===== config.mk =====
export PLATFORM = sky130hd
export DESIGN_NAME = link_slot_regs
export DESIGN_NICKNAME = d
export VERILOG_FILES = /design/src/design/lsc_pkg.sv /design/src/design/sync2.sv /design/src/design/power_msg_gen.sv /design/src/design/link_slot_regs.sv
export SDC_FILE = /design/constraint.sdc
export NUM_CORES = 1
export LEC_CHECK = 0
export ABC_AREA = 1
export BUFFER_PORTS_ARGS = -buffer_cell sky130_fd_sc_hd__buf_2
export CORE_MARGIN = 2
export CORE_UTILIZATION = 40
export CTS_CLUSTER_SIZE = 40
export DETAILED_ROUTE_END_ITERATION = 10
export GPL_TIMING_DRIVEN = 0
export PLACE_DENSITY = 0.66
export SETUP_SLACK_MARGIN = 0.05
export SYNTH_ARGS = -nofsm -noshare
export SYNTH_HDL_FRONTEND = slang
export SYNTH_SLANG_ARGS = --single-unit

===== constraint.sdc =====
create_clock -name clk -period 3.54 [get_ports clk]
set_clock_uncertainty 0.2 [all_clocks]
set_input_delay 0.708 -clock clk [delete_from_list [all_inputs] [get_ports clk]]
set_output_delay 0.708 -clock clk [all_outputs]
set_load 0.1 [all_outputs]

===== src/design/lsc_pkg.sv =====
// Package: register map, field layout and interface types for the link status / slot caps bank
package lsc_pkg;
  localparam int ADDR_W = 8;
  localparam int DATA_W = 32;
  localparam logic [ADDR_W-1:0] LINK_STATUS_IDX = 8'h52;
  localparam logic [ADDR_W-1:0] SLOT_CAPS_IDX = 8'h54;
  localparam logic [ADDR_W-1:0] SLOT_ENABLE_IDX = 8'h60;
  localparam logic [ADDR_W-1:0] LINK_EVENTS_IDX = 8'h64;
  localparam logic [ADDR_W-1:0] IRQ_STATUS_IDX = 8'h68;
  localparam logic [ADDR_W-1:0] IRQ_MASK_IDX = 8'h6C;
  localparam logic [9:0] BYTE_ADDR_MUL = 10'h004;
  localparam logic [3:0] RATE_CODE_2G5 = 4'h1;
  localparam logic [2:0] LSTS_RSVD = 3'h0;
  localparam logic [5:0] LANE_RESET = 6'h00;
  localparam int CAPS_W = 17;
  localparam logic [CAPS_W-1:0] CAPS_RESET = 17'h00000;
  localparam logic [CAPS_W-1:0] CAPS_ZERO = 17'h00000;
  localparam int CAPS_UPPER_W = DATA_W - CAPS_W;
  localparam logic [CAPS_UPPER_W-1:0] CAPS_UPPER_ZERO = 15'h0000;
  localparam int LSTS_UPPER_W = 16;
  localparam logic [LSTS_UPPER_W-1:0] LSTS_UPPER_ZERO = 16'h0000;
  localparam int IRQ_W = 3;
  localparam logic [IRQ_W-1:0] IRQ_ZERO = 3'h0;
  localparam int IRQ_UPPER_W = DATA_W - IRQ_W;
  localparam logic [IRQ_UPPER_W-1:0] IRQ_UPPER_ZERO = 29'h00000000;
  localparam int IRQ_TRAIN_FAULT = 0;
  localparam int IRQ_LINK_UP = 1;
  localparam int IRQ_MSG_SENT = 2;
  localparam logic [DATA_W-1:0] WORD_ZERO = 32'h00000000;
  localparam int EVT_UP_BIT = 0;
  localparam int EVT_FAULT_BIT = 1;
  localparam int EVT_TRAIN_BIT = 2;

  // Link status, bits 15:0
  typedef struct packed {
    logic [2:0] reserved;
    logic shared_clock;
    logic training_active_flag;
    logic training_fault_flag;
    logic [5:0] negotiated_lane_count;
    logic [3:0] current_rate_code;
  } link_status_t;

  // Slot capabilities, bits 16:0
  typedef struct packed {
    logic [1:0] power_limit_scale;
    logic [7:0] power_limit_value;
    logic hotplug_capable;
    logic surprise_removal_allowed;
    logic power_lamp_present;
    logic attention_lamp_present;
    logic retention_latch_sensor_present;
    logic power_controller_present;
    logic button_present;
  } slot_caps_t;

  typedef struct packed {
    logic [7:0] value;
    logic [1:0] scale;
  } power_msg_t;

  typedef struct packed {
    logic [ADDR_W-1:0] addr;
    logic [DATA_W-1:0] wdata;
    logic wr;
    logic rd;
  } reg_req_t;

  typedef struct packed {
    logic dl_up;
    logic training_active;
    logic training_failed;
    logic [5:0] lane_count;
  } link_state_t;
endpackage : lsc_pkg


===== src/design/sync2.sv =====
// Two-stage synchroniser for one level
`timescale 1ns/1ps
module sync2 (
  input wire logic clk,
  input wire logic rst_n,
  input wire logic din,
  output logic dout
);
  typedef struct packed {
    logic meta;
    logic sync;
  } sync_state_t;
  sync_state_t st_r;
  sync_state_t st_nxt;

  always_comb begin
    st_nxt.meta = din;
    st_nxt.sync = st_r.meta;
  end

  always_ff @(posedge clk or negedge rst_n) begin
    if (!rst_n) begin
      st_r <= '0;
    end else begin
      st_r <= st_nxt;
    end
  end

  assign dout = st_r.sync;
endmodule : sync2


===== src/design/power_msg_gen.sv =====
// Slot power limit message request generator with hold-until-accepted
`timescale 1ns/1ps
module power_msg_gen (
  input wire logic clk,
  input wire logic rst_n,
  input wire logic cap_written,
  input wire logic dl_up,
  input wire lsc_pkg::power_msg_t limit,
  input wire logic msg_ready,
  output logic msg_valid,
  output lsc_pkg::power_msg_t msg_payload,
  output logic msg_sent
);
  typedef struct packed {
    logic dl_up_prev;
    logic pending;
    lsc_pkg::power_msg_t payload;
  } gen_state_t;
  gen_state_t st_r;
  gen_state_t st_nxt;
  logic trigger;
  logic accept;

  always_comb begin
    trigger = cap_written || (dl_up && !st_r.dl_up_prev);
    accept = st_r.pending && msg_ready;
    st_nxt = st_r;
    st_nxt.dl_up_prev = dl_up;
    // A new trigger reloads the payload so the latest limit is always sent
    if (trigger) begin
      st_nxt.pending = 1'b1;
      st_nxt.payload = limit;
    end else if (accept) begin
      st_nxt.pending = 1'b0;
    end
  end

  always_ff @(posedge clk or negedge rst_n) begin
    if (!rst_n) begin
      st_r <= '0;
    end else begin
      st_r <= st_nxt;
    end
  end

  assign msg_valid = st_r.pending;
  assign msg_payload = st_r.payload;
  assign msg_sent = accept;
endmodule : power_msg_gen


===== src/design/link_slot_regs.sv =====
// Link status and slot capabilities register bank for one switch port
//
// Operation
// The rate field in link status bits 3:0 always reads 0x1 for 2.5 Gbps and ignores writes.
// Link status bits 9:4 report the lane count found by link training, read-only.
// Link status bit 10 is a read-only flag set on a training failure, reset to zero.
// Link status bit 11 is high exactly while link training is running.
// Link status bit 12 says the port shares the platform reference clock of the slot.
// At reset bit 12 is loaded from the upstream clock pin on port 0, else the downstream pin.
// A value from the configuration memory load may replace the pin value of bit 12.
// Slot caps bits 0 to 4 flag button, power controller, latch sensor, two lamps.
// Slot caps bit 5 flags that a card may be pulled without notice.
// Slot caps bit 6 flags hot-plug support for the slot.
// With the slot-implemented bit clear, all slot caps read zero and ignore writes.
// Slot caps bits 14:7 hold the power limit value, scaled by the scale field.
// A power limit message goes out on each caps write and each rise of link up.
// Slot caps bits 16:15 choose scale 1.0, 0.1, 0.01 or 0.001.
// Link status bits 15:13 read zero and ignore writes.
`timescale 1ns/1ps
module link_slot_regs #(
  parameter logic [1:0] PORT_INDEX = 2'h0
) (
  input wire logic clk,
  input wire logic resetn,
  input wire logic [lsc_pkg::ADDR_W-1:0] reg_addr,
  input wire logic [lsc_pkg::DATA_W-1:0] reg_wdata,
  input wire logic reg_wr,
  input wire logic reg_rd,
  output logic [lsc_pkg::DATA_W-1:0] reg_rdata,
  input wire logic upstream_shared_clock_pin,
  input wire logic downstream_shared_clock_pin,
  input wire logic cfg_load_valid,
  input wire logic cfg_load_shared_clock,
  input wire logic slot_implemented,
  input wire logic dl_up,
  input wire logic training_active,
  input wire logic training_failed,
  input wire logic [5:0] lane_count,
  input wire logic msg_ready,
  output logic msg_valid,
  output lsc_pkg::power_msg_t msg_payload,
  output logic irq
);
  // ------------------------------------------------------------
  // Reset release and pin synchronisers
  // ------------------------------------------------------------
  logic [1:0] rst_sync_r;
  logic rst_n;

  always_ff @(posedge clk or negedge resetn) begin
    if (!resetn) begin
      rst_sync_r <= 2'h0;
    end else begin
      rst_sync_r <= {rst_sync_r[0], 1'b1};
    end
  end
  assign rst_n = rst_sync_r[1];

  logic us_pin_s;
  logic ds_pin_s;
  logic dl_up_s;
  logic train_act_s;
  logic train_fail_s;
  logic slot_impl_s;

  sync2 u_sync_us (.clk(clk), .rst_n(rst_n), .din(upstream_shared_clock_pin), .dout(us_pin_s));
  sync2 u_sync_ds (.clk(clk), .rst_n(rst_n), .din(downstream_shared_clock_pin), .dout(ds_pin_s));
  sync2 u_sync_up (.clk(clk), .rst_n(rst_n), .din(dl_up), .dout(dl_up_s));
  sync2 u_sync_ta (.clk(clk), .rst_n(rst_n), .din(training_active), .dout(train_act_s));
  sync2 u_sync_tf (.clk(clk), .rst_n(rst_n), .din(training_failed), .dout(train_fail_s));
  sync2 u_sync_si (.clk(clk), .rst_n(rst_n), .din(slot_implemented), .dout(slot_impl_s));

  // ------------------------------------------------------------
  // State
  // ------------------------------------------------------------
  typedef struct packed {
    logic [1:0] fill;
    logic strap_done;
    logic shared_clock;
    logic [5:0] lane_count;
    logic fault;
    logic train_prev;
    logic up_prev;
    lsc_pkg::slot_caps_t caps;
    logic [lsc_pkg::IRQ_W-1:0] irq_status;
    logic [lsc_pkg::IRQ_W-1:0] irq_mask;
    logic [lsc_pkg::DATA_W-1:0] rdata;
  } bank_state_t;

  bank_state_t st_r;
  bank_state_t st_nxt;

  lsc_pkg::link_status_t lsts;
  lsc_pkg::slot_caps_t caps_view;
  lsc_pkg::slot_caps_t caps_wr;
  lsc_pkg::power_msg_t limit;
  logic caps_written;
  logic msg_sent;
  logic wr_lsts;
  logic wr_caps;
  logic rd_irq;
  logic [lsc_pkg::IRQ_W-1:0] events;
  logic [lsc_pkg::ADDR_W-1:0] lsts_word;
  logic [lsc_pkg::ADDR_W-1:0] caps_word;

  // ------------------------------------------------------------
  // Register views
  // ------------------------------------------------------------
  always_comb begin
    lsts.current_rate_code = lsc_pkg::RATE_CODE_2G5;
    lsts.negotiated_lane_count = st_r.lane_count;
    lsts.training_fault_flag = st_r.fault;
    lsts.training_active_flag = train_act_s;
    lsts.shared_clock = st_r.shared_clock;
    lsts.reserved = lsc_pkg::LSTS_RSVD;
  end

  assign caps_view = slot_impl_s ? st_r.caps : lsc_pkg::CAPS_ZERO;
  // A write must announce the new limit, not the one it replaces
  assign limit.value = caps_written ? caps_wr.power_limit_value
                                    : caps_view.power_limit_value;
  assign limit.scale = caps_written ? caps_wr.power_limit_scale
                                    : caps_view.power_limit_scale;

  // Status offsets are not word aligned, so each is an index at four bytes a step
  assign lsts_word = lsc_pkg::LINK_STATUS_IDX;
  assign caps_word = lsc_pkg::SLOT_CAPS_IDX;
  assign wr_lsts = reg_wr && (reg_addr == lsts_word);
  assign wr_caps = reg_wr && (reg_addr == caps_word);
  assign rd_irq = reg_rd && (reg_addr == lsc_pkg::IRQ_STATUS_IDX);
  assign caps_wr = reg_wdata[lsc_pkg::CAPS_W-1:0];
  // Of caps writes, only one to an implemented slot fires a message
  assign caps_written = wr_caps && slot_impl_s;

  // ------------------------------------------------------------
  // Next state
  // ------------------------------------------------------------
  always_comb begin
    st_nxt = st_r;
    st_nxt.train_prev = train_act_s;
    st_nxt.up_prev = dl_up_s;

    // Strap waits until the pin synchronisers have filled after reset
    st_nxt.fill = {st_r.fill[0], 1'b1};
    if (st_r.fill[1] && !st_r.strap_done) begin
      st_nxt.strap_done = 1'b1;
      st_nxt.shared_clock = (PORT_INDEX == 2'h0) ? us_pin_s : ds_pin_s;
    end
    if (cfg_load_valid) begin
      st_nxt.shared_clock = cfg_load_shared_clock;
    end

    // Width is latched at the end of training
    if (st_r.train_prev && !train_act_s) begin
      st_nxt.lane_count = lane_count;
    end

    // Fault clears when a new training starts; set wins over clear
    if (train_act_s && !st_r.train_prev) begin
      st_nxt.fault = 1'b0;
    end
    if (train_fail_s) begin
      st_nxt.fault = 1'b1;
    end

    if (caps_written) begin
      st_nxt.caps.button_present = caps_wr.button_present;
      st_nxt.caps.power_controller_present = caps_wr.power_controller_present;
      st_nxt.caps.retention_latch_sensor_present = caps_wr.retention_latch_sensor_present;
      st_nxt.caps.attention_lamp_present = caps_wr.attention_lamp_present;
      st_nxt.caps.power_lamp_present = caps_wr.power_lamp_present;
      st_nxt.caps.surprise_removal_allowed = caps_wr.surprise_removal_allowed;
      st_nxt.caps.hotplug_capable = caps_wr.hotplug_capable;
      st_nxt.caps.power_limit_value = caps_wr.power_limit_value;
      st_nxt.caps.power_limit_scale = caps_wr.power_limit_scale;
    end

    // Writes to link status change nothing: every field is read-only
    events = lsc_pkg::IRQ_ZERO;
    events[lsc_pkg::IRQ_TRAIN_FAULT] = train_fail_s && !st_r.fault;
    events[lsc_pkg::IRQ_LINK_UP] = dl_up_s && !st_r.up_prev;
    events[lsc_pkg::IRQ_MSG_SENT] = msg_sent;
    if (rd_irq) begin
      st_nxt.irq_status = lsc_pkg::IRQ_ZERO;
    end
    st_nxt.irq_status = st_nxt.irq_status | events;
    if (reg_wr && (reg_addr == lsc_pkg::IRQ_MASK_IDX)) begin
      st_nxt.irq_mask = reg_wdata[lsc_pkg::IRQ_W-1:0];
    end

    // Read data stands only in the cycle after the strobe
    st_nxt.rdata = lsc_pkg::WORD_ZERO;
    if (reg_rd) begin
      case (reg_addr)
        lsc_pkg::LINK_STATUS_IDX: st_nxt.rdata = {lsc_pkg::LSTS_UPPER_ZERO, lsts};
        lsc_pkg::SLOT_CAPS_IDX: st_nxt.rdata = {lsc_pkg::CAPS_UPPER_ZERO, caps_view};
        lsc_pkg::LINK_EVENTS_IDX: begin
          st_nxt.rdata[lsc_pkg::EVT_UP_BIT] = dl_up_s;
          st_nxt.rdata[lsc_pkg::EVT_FAULT_BIT] = st_r.fault;
          st_nxt.rdata[lsc_pkg::EVT_TRAIN_BIT] = train_act_s;
        end
        lsc_pkg::SLOT_ENABLE_IDX: st_nxt.rdata[0] = slot_impl_s;
        lsc_pkg::IRQ_STATUS_IDX: st_nxt.rdata = {lsc_pkg::IRQ_UPPER_ZERO, st_r.irq_status};
        lsc_pkg::IRQ_MASK_IDX: st_nxt.rdata = {lsc_pkg::IRQ_UPPER_ZERO, st_r.irq_mask};
        default: st_nxt.rdata = lsc_pkg::WORD_ZERO;
      endcase
    end
  end

  always_ff @(posedge clk or negedge rst_n) begin
    if (!rst_n) begin
      st_r <= '0;
    end else begin
      st_r <= st_nxt;
    end
  end

  // ------------------------------------------------------------
  // Power limit message
  // ------------------------------------------------------------
  power_msg_gen u_msg (
    .clk(clk),
    .rst_n(rst_n),
    .cap_written(caps_written),
    .dl_up(dl_up_s),
    .limit(limit),
    .msg_ready(msg_ready),
    .msg_valid(msg_valid),
    .msg_payload(msg_payload),
    .msg_sent(msg_sent)
  );

  assign reg_rdata = st_r.rdata;
  assign irq = |(st_r.irq_status & st_r.irq_mask);
endmodule : link_slot_regs


==> flow_summary.ini, run 1 <==
[sta]
finalCritPeriodShare = 0.645
rsz0062_at_grt = false
min_period_ns = 2.28
hold_viol = 0
clock.fmax_ghz = 0.438
maxSlewViolCount = 0
setup_ws_ns = 1.26
finalSetupTns_ns = 0
finalSetupViolCount = 0

[clocking]
cts_buffer_depth = 2
cts_buffers = 9
insertion_delay_ns = 0.33
cts_max_level = 3
cts_tree = done
clockRootBuffer = clkbuf_8
cts.sinks = 76
cts_resized = 0
clk_transition_reported_paths_ns = 0.08

[grt]
grt.total_usage = 0.159
grt_max_degree = 74
grt_pass1_vias = 2316
overflow = 0
antenna_found_initial = 0
grt_first_pass_wirelength_um = 10700

[setup_path]
worstPathArrival_ns = 1.38
critPathKind = reg -> out
cp-start-kind = register
r2r_end = u_msg.msg_payload[4]$_DFFE_PN0P_
crit_chain = inv_1, o221ai_1, buf_2
end_kind = output port
path_buf_inv = 2
crit_family = buffers and inverters
rrSetupSlack_ns = 1.89
required_ns = 2.63
slowest_delay_ns = 0.46
cp_max_fo = 2
reg2regPathDepth = 7
rr_startpoint = u_sync_si.dout$_DFF_PN0_
slowest_stage = buf_2

[logic_synthesis]
synth-xor-area-share = 0
synth_top_family_by_area = simple AND/OR/NAND/NOR gates
synthAdderAreaFrac = 0
synth_edf_count = 0
synth_seq_cells = 76
yosys_warnings = 0
synth_area_um2 = 3240
yosys.area.top_type_share = 0.586
async_flop_share = 1.00
synthSimpleGateAreaFrac = 0.221
synth_common_cells = nand2_1, dfrtp_1, buf_4, inv_1, nor2_1
ys.flop_type = dfrtp_1
seq_area_frac_synth = 0.586
synthMuxAreaShare = 0
synth_compound_area_frac = 0.0610
ys_top_cells_by_area = dfrtp_1, nand2_1, buf_4
yosys.area.top_type = dfrtp_1
syn_inst = 362
synth_most_common_cell = nand2_1
ys_types = 24
syn_avg_cell_area_um2 = 8.96

[routing]
viasPerCell = 4.27
drtPass1Iterations = 4
avgRoutedWirePerCell_um = 11.7
drt_iter0_markers = 142
route.final.wire_length_um = 6640
ant_nets = 0
via_count = 2425
route.detailed.drc = 0

[placed_design]
hpwl_um = 4930
placedCellCount = 551
place_congestion = 0.799
dp_slack_ns = 1.32
place.port_buffers = 71

[cells_and_area]
n_antenna_cell = 0
syn_to_final_growth_pct = 25.6
fillers = 750
nets = 521
multi_input_area_um2 = 978
instances_no_fill = 568
drive_above_1_share = 0.288
regArea_um2 = 1910

[floorplan]
die_y_um = 94.0
num_rows = 32
die_w_um = 94.0
core_area_um2 = 7810
start_util = 0.415
dieArea_um2 = 8840
io_pins = 103

[flow_run]
maxCapViolations = 0

[power_and_ir_drop]
p_leak_uw = 0.00232
p_total_uw = 1970
power.density_nw_per_um2 = 483
ir_drop_mv = 0.274

[min_path]
hold_class = reg -> async

[run_status]
outcome = completed
report_power, final:
part / switching, µW / total [µW] / internal, µW
Clock: 294 / 778 / 484
Combinational: 207 / 267 / 60.3
Sequential: 18.2 / 924 / 905
logic make-up after synthesis:
group | after synthesis
other | 2
AOI/OAI and AO/OA | 36
buffers and inverters | 76
DFF | 76
and+or+nand+nor | 172
what timing repair did:
item / 4_1_cts / 5_1_grt
buffers inserted: 0 / 0
hold endpoints to repair: 3 / 0
hold buffers: 2 / 0
final cells by class:
cell class,instances,share of cell area
flip-flops and latches,76,0.468
multi-input cells,225,0.240
repair buffers,74,0.0989
plain buffers,42,0.0716
clock buffers,11,0.0347
inverters,34,0.0313
well taps,102,0.0313
clock inverters,4,0.0240
registers in the layout, indices dropped and copies added, names as in the netlist:
register and flops:
st_nxt 1, u_sync_si.st_nxt 1, u_sync_us.st_nxt 1, u_sync_si.dout 1, u_sync_ta.st_nxt 1, u_sync_up.dout 1
rst_sync_r 2, u_msg.msg_valid 1, u_sync_tf.dout 1, u_sync_us.dout 1, u_sync_up.st_nxt 1, lsts 8
u_sync_ta.dout 1, u_msg.msg_payload 10, u_msg.st_r 1, reg_rdata 17, u_sync_tf.st_nxt 1, st_r 26
worst max-delay path by stage:
stage,to,cells past startpoint,start,slack [ns]
finish,irq,3,st_r[34]$_DFFE_PN0P_,1.26
global route,irq,3,st_r[34]$_DFFE_PN0P_,1.18
CTS,irq,3,st_r[34]$_DFFE_PN0P_,1.21
detailed placement,u_msg.msg_payload[8]$_DFFE_PN0P_,10,reg_addr[0],1.32
global placement,lsts[6]$_DFFE_PN0P_,0,rst_sync_r[1]$_DFF_PN0_,0.32
floorplan,irq,2,st_r[33]$_DFFE_PN0P_,0.70
cells in the final DEF, fill, tap and decap left out:
master / n
nand2_1: 120
buf_2: 76
dfrtp_1: 75
inv_1: 32
buf_4: 32
nor2_1: 20
nand3_1: 19
o21ai_0: 18
conb_1: 17
clkbuf_8: 10
o22ai_1: 9
a21oi_1: 7
clkbuf_1: 5
nor3_1: 4
nor2_4: 3
bufinv_16: 3
inv_2: 2
dlygate4sd3_1: 2
nand4_1: 1
nor2_2: 1
nand2_2: 1
o221ai_1: 1
nand3b_2: 1
buf_6: 1
or2_2: 1
o31ai_1: 1
and3_1: 1
clkinvlp_4: 1
buf_16: 1
dfrtp_4: 1
worst reg2reg max path, stage by stage, from the launching register on:
cell and delay, ns:
dfrtp_1 0.43, nand2_1 0.12, nand3b_2 0.29, buf_2 0.23, nand3_1 0.09, nand2_1 0.07
nand2_1 0.07, nand2_1 0.05
routing by layer:
layer  routed length (µm)  track usage  up-vias
met5                    0            0        -
met2                 3110        0.256       60
li1                     -            -     1275
met3                  284       0.0353        2
met4                   38       0.0580        0
met1                 3200        0.212     1088
stage by stage:
step	cell area (µm²)	utilization	hold WS (ns)
floorplan	3300	-	0.131
global placement	3780	0.484	0.133
detailed placement	3810	0.488	-0.100
CTS	4070	0.522	0.152
global route	4070	0.522	0.159
finish	4070	0.522	0.143
(Power assumes the default switching activity.)
==> run 2: changes to the inputs <==
--- a/config.mk
+++ b/config.mk
@@ -12,7 +12,7 @@
 export CTS_CLUSTER_SIZE = 40
 export DETAILED_ROUTE_END_ITERATION = 10
 export GPL_TIMING_DRIVEN = 0
-export PLACE_DENSITY = 0.66
+export PLACE_DENSITY = 0.69
 export SETUP_SLACK_MARGIN = 0.05
 export SYNTH_ARGS = -nofsm -noshare
 export SYNTH_HDL_FRONTEND = slang
==> constraint.sdc (replaced) <==
create_clock -name clk -period 2 [get_ports clk]
set_clock_uncertainty 0.2 [all_clocks]
set_input_delay 0.4 -clock clk [delete_from_list [all_inputs] [get_ports clk]]
set_output_delay 0.4 -clock clk [all_outputs]
set_load 0.1 [all_outputs]
==> run 2 against run 1 <==
  * Sequential cell count unchanged
  * First-iteration DRC count decreased by 3.5%
  * Count of clock-buffer cells in the layout decreased by 1
  * Via count increased by 4.7%
  * Non-clock buffer count increased by 4
  * Setup slack got worse by 1.1 ns
  * Combinational power increased by 77%
  * Critical endpoint unchanged
  * Largest cell class unchanged
  * Highest routed layer unchanged
==> flow_summary.ini, run 2 (same netlist as run 1, synthesis figures left out) <==
[run_status]
outcome = completed

[power_and_ir_drop]
p_seq_frac = 0.505
intPower_uw = 2310
switching_power_uw = 946
p_leak_uw = 0.00233
p_total_uw = 3260
power.density_nw_per_um2 = 800
power_frac_comb = 0.145
swShare = 0.291
p_clk_frac = 0.350
ir_drop_mv = 0.413

[cells_and_area]
final_util = 0.522
drive_above_1_share = 0.289
regMostFlops = st_r
finalInstanceArea_um2 = 4070
layout_common_cells = nand2_1, buf_2, dfrtp_1
largest_reg_flops = 26
instances_no_fill = 572
syn_to_final_growth_pct = 25.6
nets = 525
n_antenna_cell = 0
mostFrequentLayoutCell = nand2_1

[clocking]
clockRootBuffer = clkbuf_8
cts_tree = done
cts_buffer_depth = 2
cts_buffers = 9
insertion_delay_ns = 0.34
cts.sinks = 76
clk_transition_reported_paths_ns = 0.08
cts_max_level = 3

[grt]
overflow = 0
antenna_found_initial = 0
grt_pass1_vias = 2458
grt_first_pass_wirelength_um = 11200
grt_max_degree = 51
grt.total_usage = 0.165

[routing]
viasPerCell = 4.44
drt_iter0_markers = 137
route.detailed.drc = 0
route.final.wire_length_um = 6790
ant_nets = 0
avgRoutedWirePerCell_um = 11.9
drtPass1Iterations = 4
via_count = 2538

[min_path]
hold_class = reg -> async

[placed_design]
placedCellCount = 551
place_congestion = 0.794
place_area_um2 = 3820
place.port_buffers = 71
hpwl_um = 5020

[floorplan]
io_pins = 103
dieArea_um2 = 8840
core_area_um2 = 7810
num_rows = 32
start_util = 0.415
die_w_um = 94.0
die_y_um = 94.0

[sta]
clock.fmax_ghz = 0.540
finalSetupTns_ns = 0
rsz0062_at_grt = false
finalSetupViolCount = 0
worst_pin_slew_ns = 0.503
finalCritPeriodShare = 0.926
maxSlewViolCount = 0
slew_headroom = 0.665
min_period_ns = 1.85
hold_viol = 0

[setup_path]
rrSetupSlack_ns = 0.29
worstPathArrival_ns = 1.25
cp-start-kind = register
end_kind = output port
required_ns = 1.40
crit_chain = inv_1, o221ai_2, buf_4
critPathKind = reg -> out
cp_max_fo = 2
slowest_stage = dfrtp_1
slowest_delay_ns = 0.35

[flow_run]
maxCapViolations = 0
[run 2: cell types whose count changed in the layout (fill, tap and decap cells not counted), sizes merged]
cell,before,now
clkbuf,15,14
clkinv,0,3
bufinv,3,1
dlygate4sd3,2,6
[run 2: layer usage]
layer / up-vias / global-route usage / wire length, µm
met5: - / 0 / 0
met4: 0 / 0.0676 / 100
met3: 10 / 0.0281 / 343
met2: 76 / 0.254 / 3090
met1: 1164 / 0.232 / 3260
li1: 1288 / - / -
[run 2: worst paths after layout]
| path | from | to | depth (start not counted) |
|---|---|---|---|
| worst max-delay path | st_r[34]$_DFFE_PN0P_ | irq | 3 |
| worst min-delay path | rst_sync_r[1]$_DFF_PN0_ | st_r[65]$_DFFE_PN0P_ | 0 |
| worst max register to register | u_sync_si.dout$_DFF_PN0_ | st_r[47]$_DFFE_PN0P_ | 5 |
| worst min register to register | rst_sync_r[1]$_DFF_PN0_ | st_r[65]$_DFFE_PN0P_ | 0 |
| max in group asynchronous | rst_sync_r[1]$_DFF_PN0_ | lsts[10]$_DFFE_PN0P_ | 1 |
| min in group clk | cfg_load_valid | lsts[12]$_DFFE_PN0P_ | 2 |
[run 2: what timing repair did]
action	in CTS	in global routing
hold buffers	6	0
buffers inserted	0	0
endpoints found under the hold margin	7	0
resized for setup	1	0
endpoints found under the setup margin	1	0
[run 2: stage by stage]
stage,setup WS [ns],hold slack (ns)
final,0.148,0.0447
after global routing,0.0871,0.0355
after global placement,0.103,-0.0147
after detailed placement,0.0987,-0.0116
after CTS,0.129,0.0330
after floorplan,0.118,-0.0956
[run 2: layout make-up]
type                       count  area (µm²)
buffer                        42         292
clock buffer                  10         138
clock inverter                 5        52.6
fill                         745        3730
inverter                      34         128
multi-input combinational    225         985
sequential                    76        1910
tap                          102         128
timing repair buffer          78         445
[run 2: power groups by stage]
stage / logic, µW / registers, µW / clock network (µW)
after CTS: 476 / 1640 / 1160
after global routing: 508 / 1650 / 1230
after detailed placement: 466 / 1680 / 0
after global placement: 436 / 1690 / 0
final: 473 / 1640 / 1140
after floorplan: 247 / 1780 / 0
[run 2: worst max-delay path: cells and delay by family (launching register included)]
family	cells	cell delay [ns]
flops	1	0.35
compound gates	1	0.18
buf+inv	2	0.38
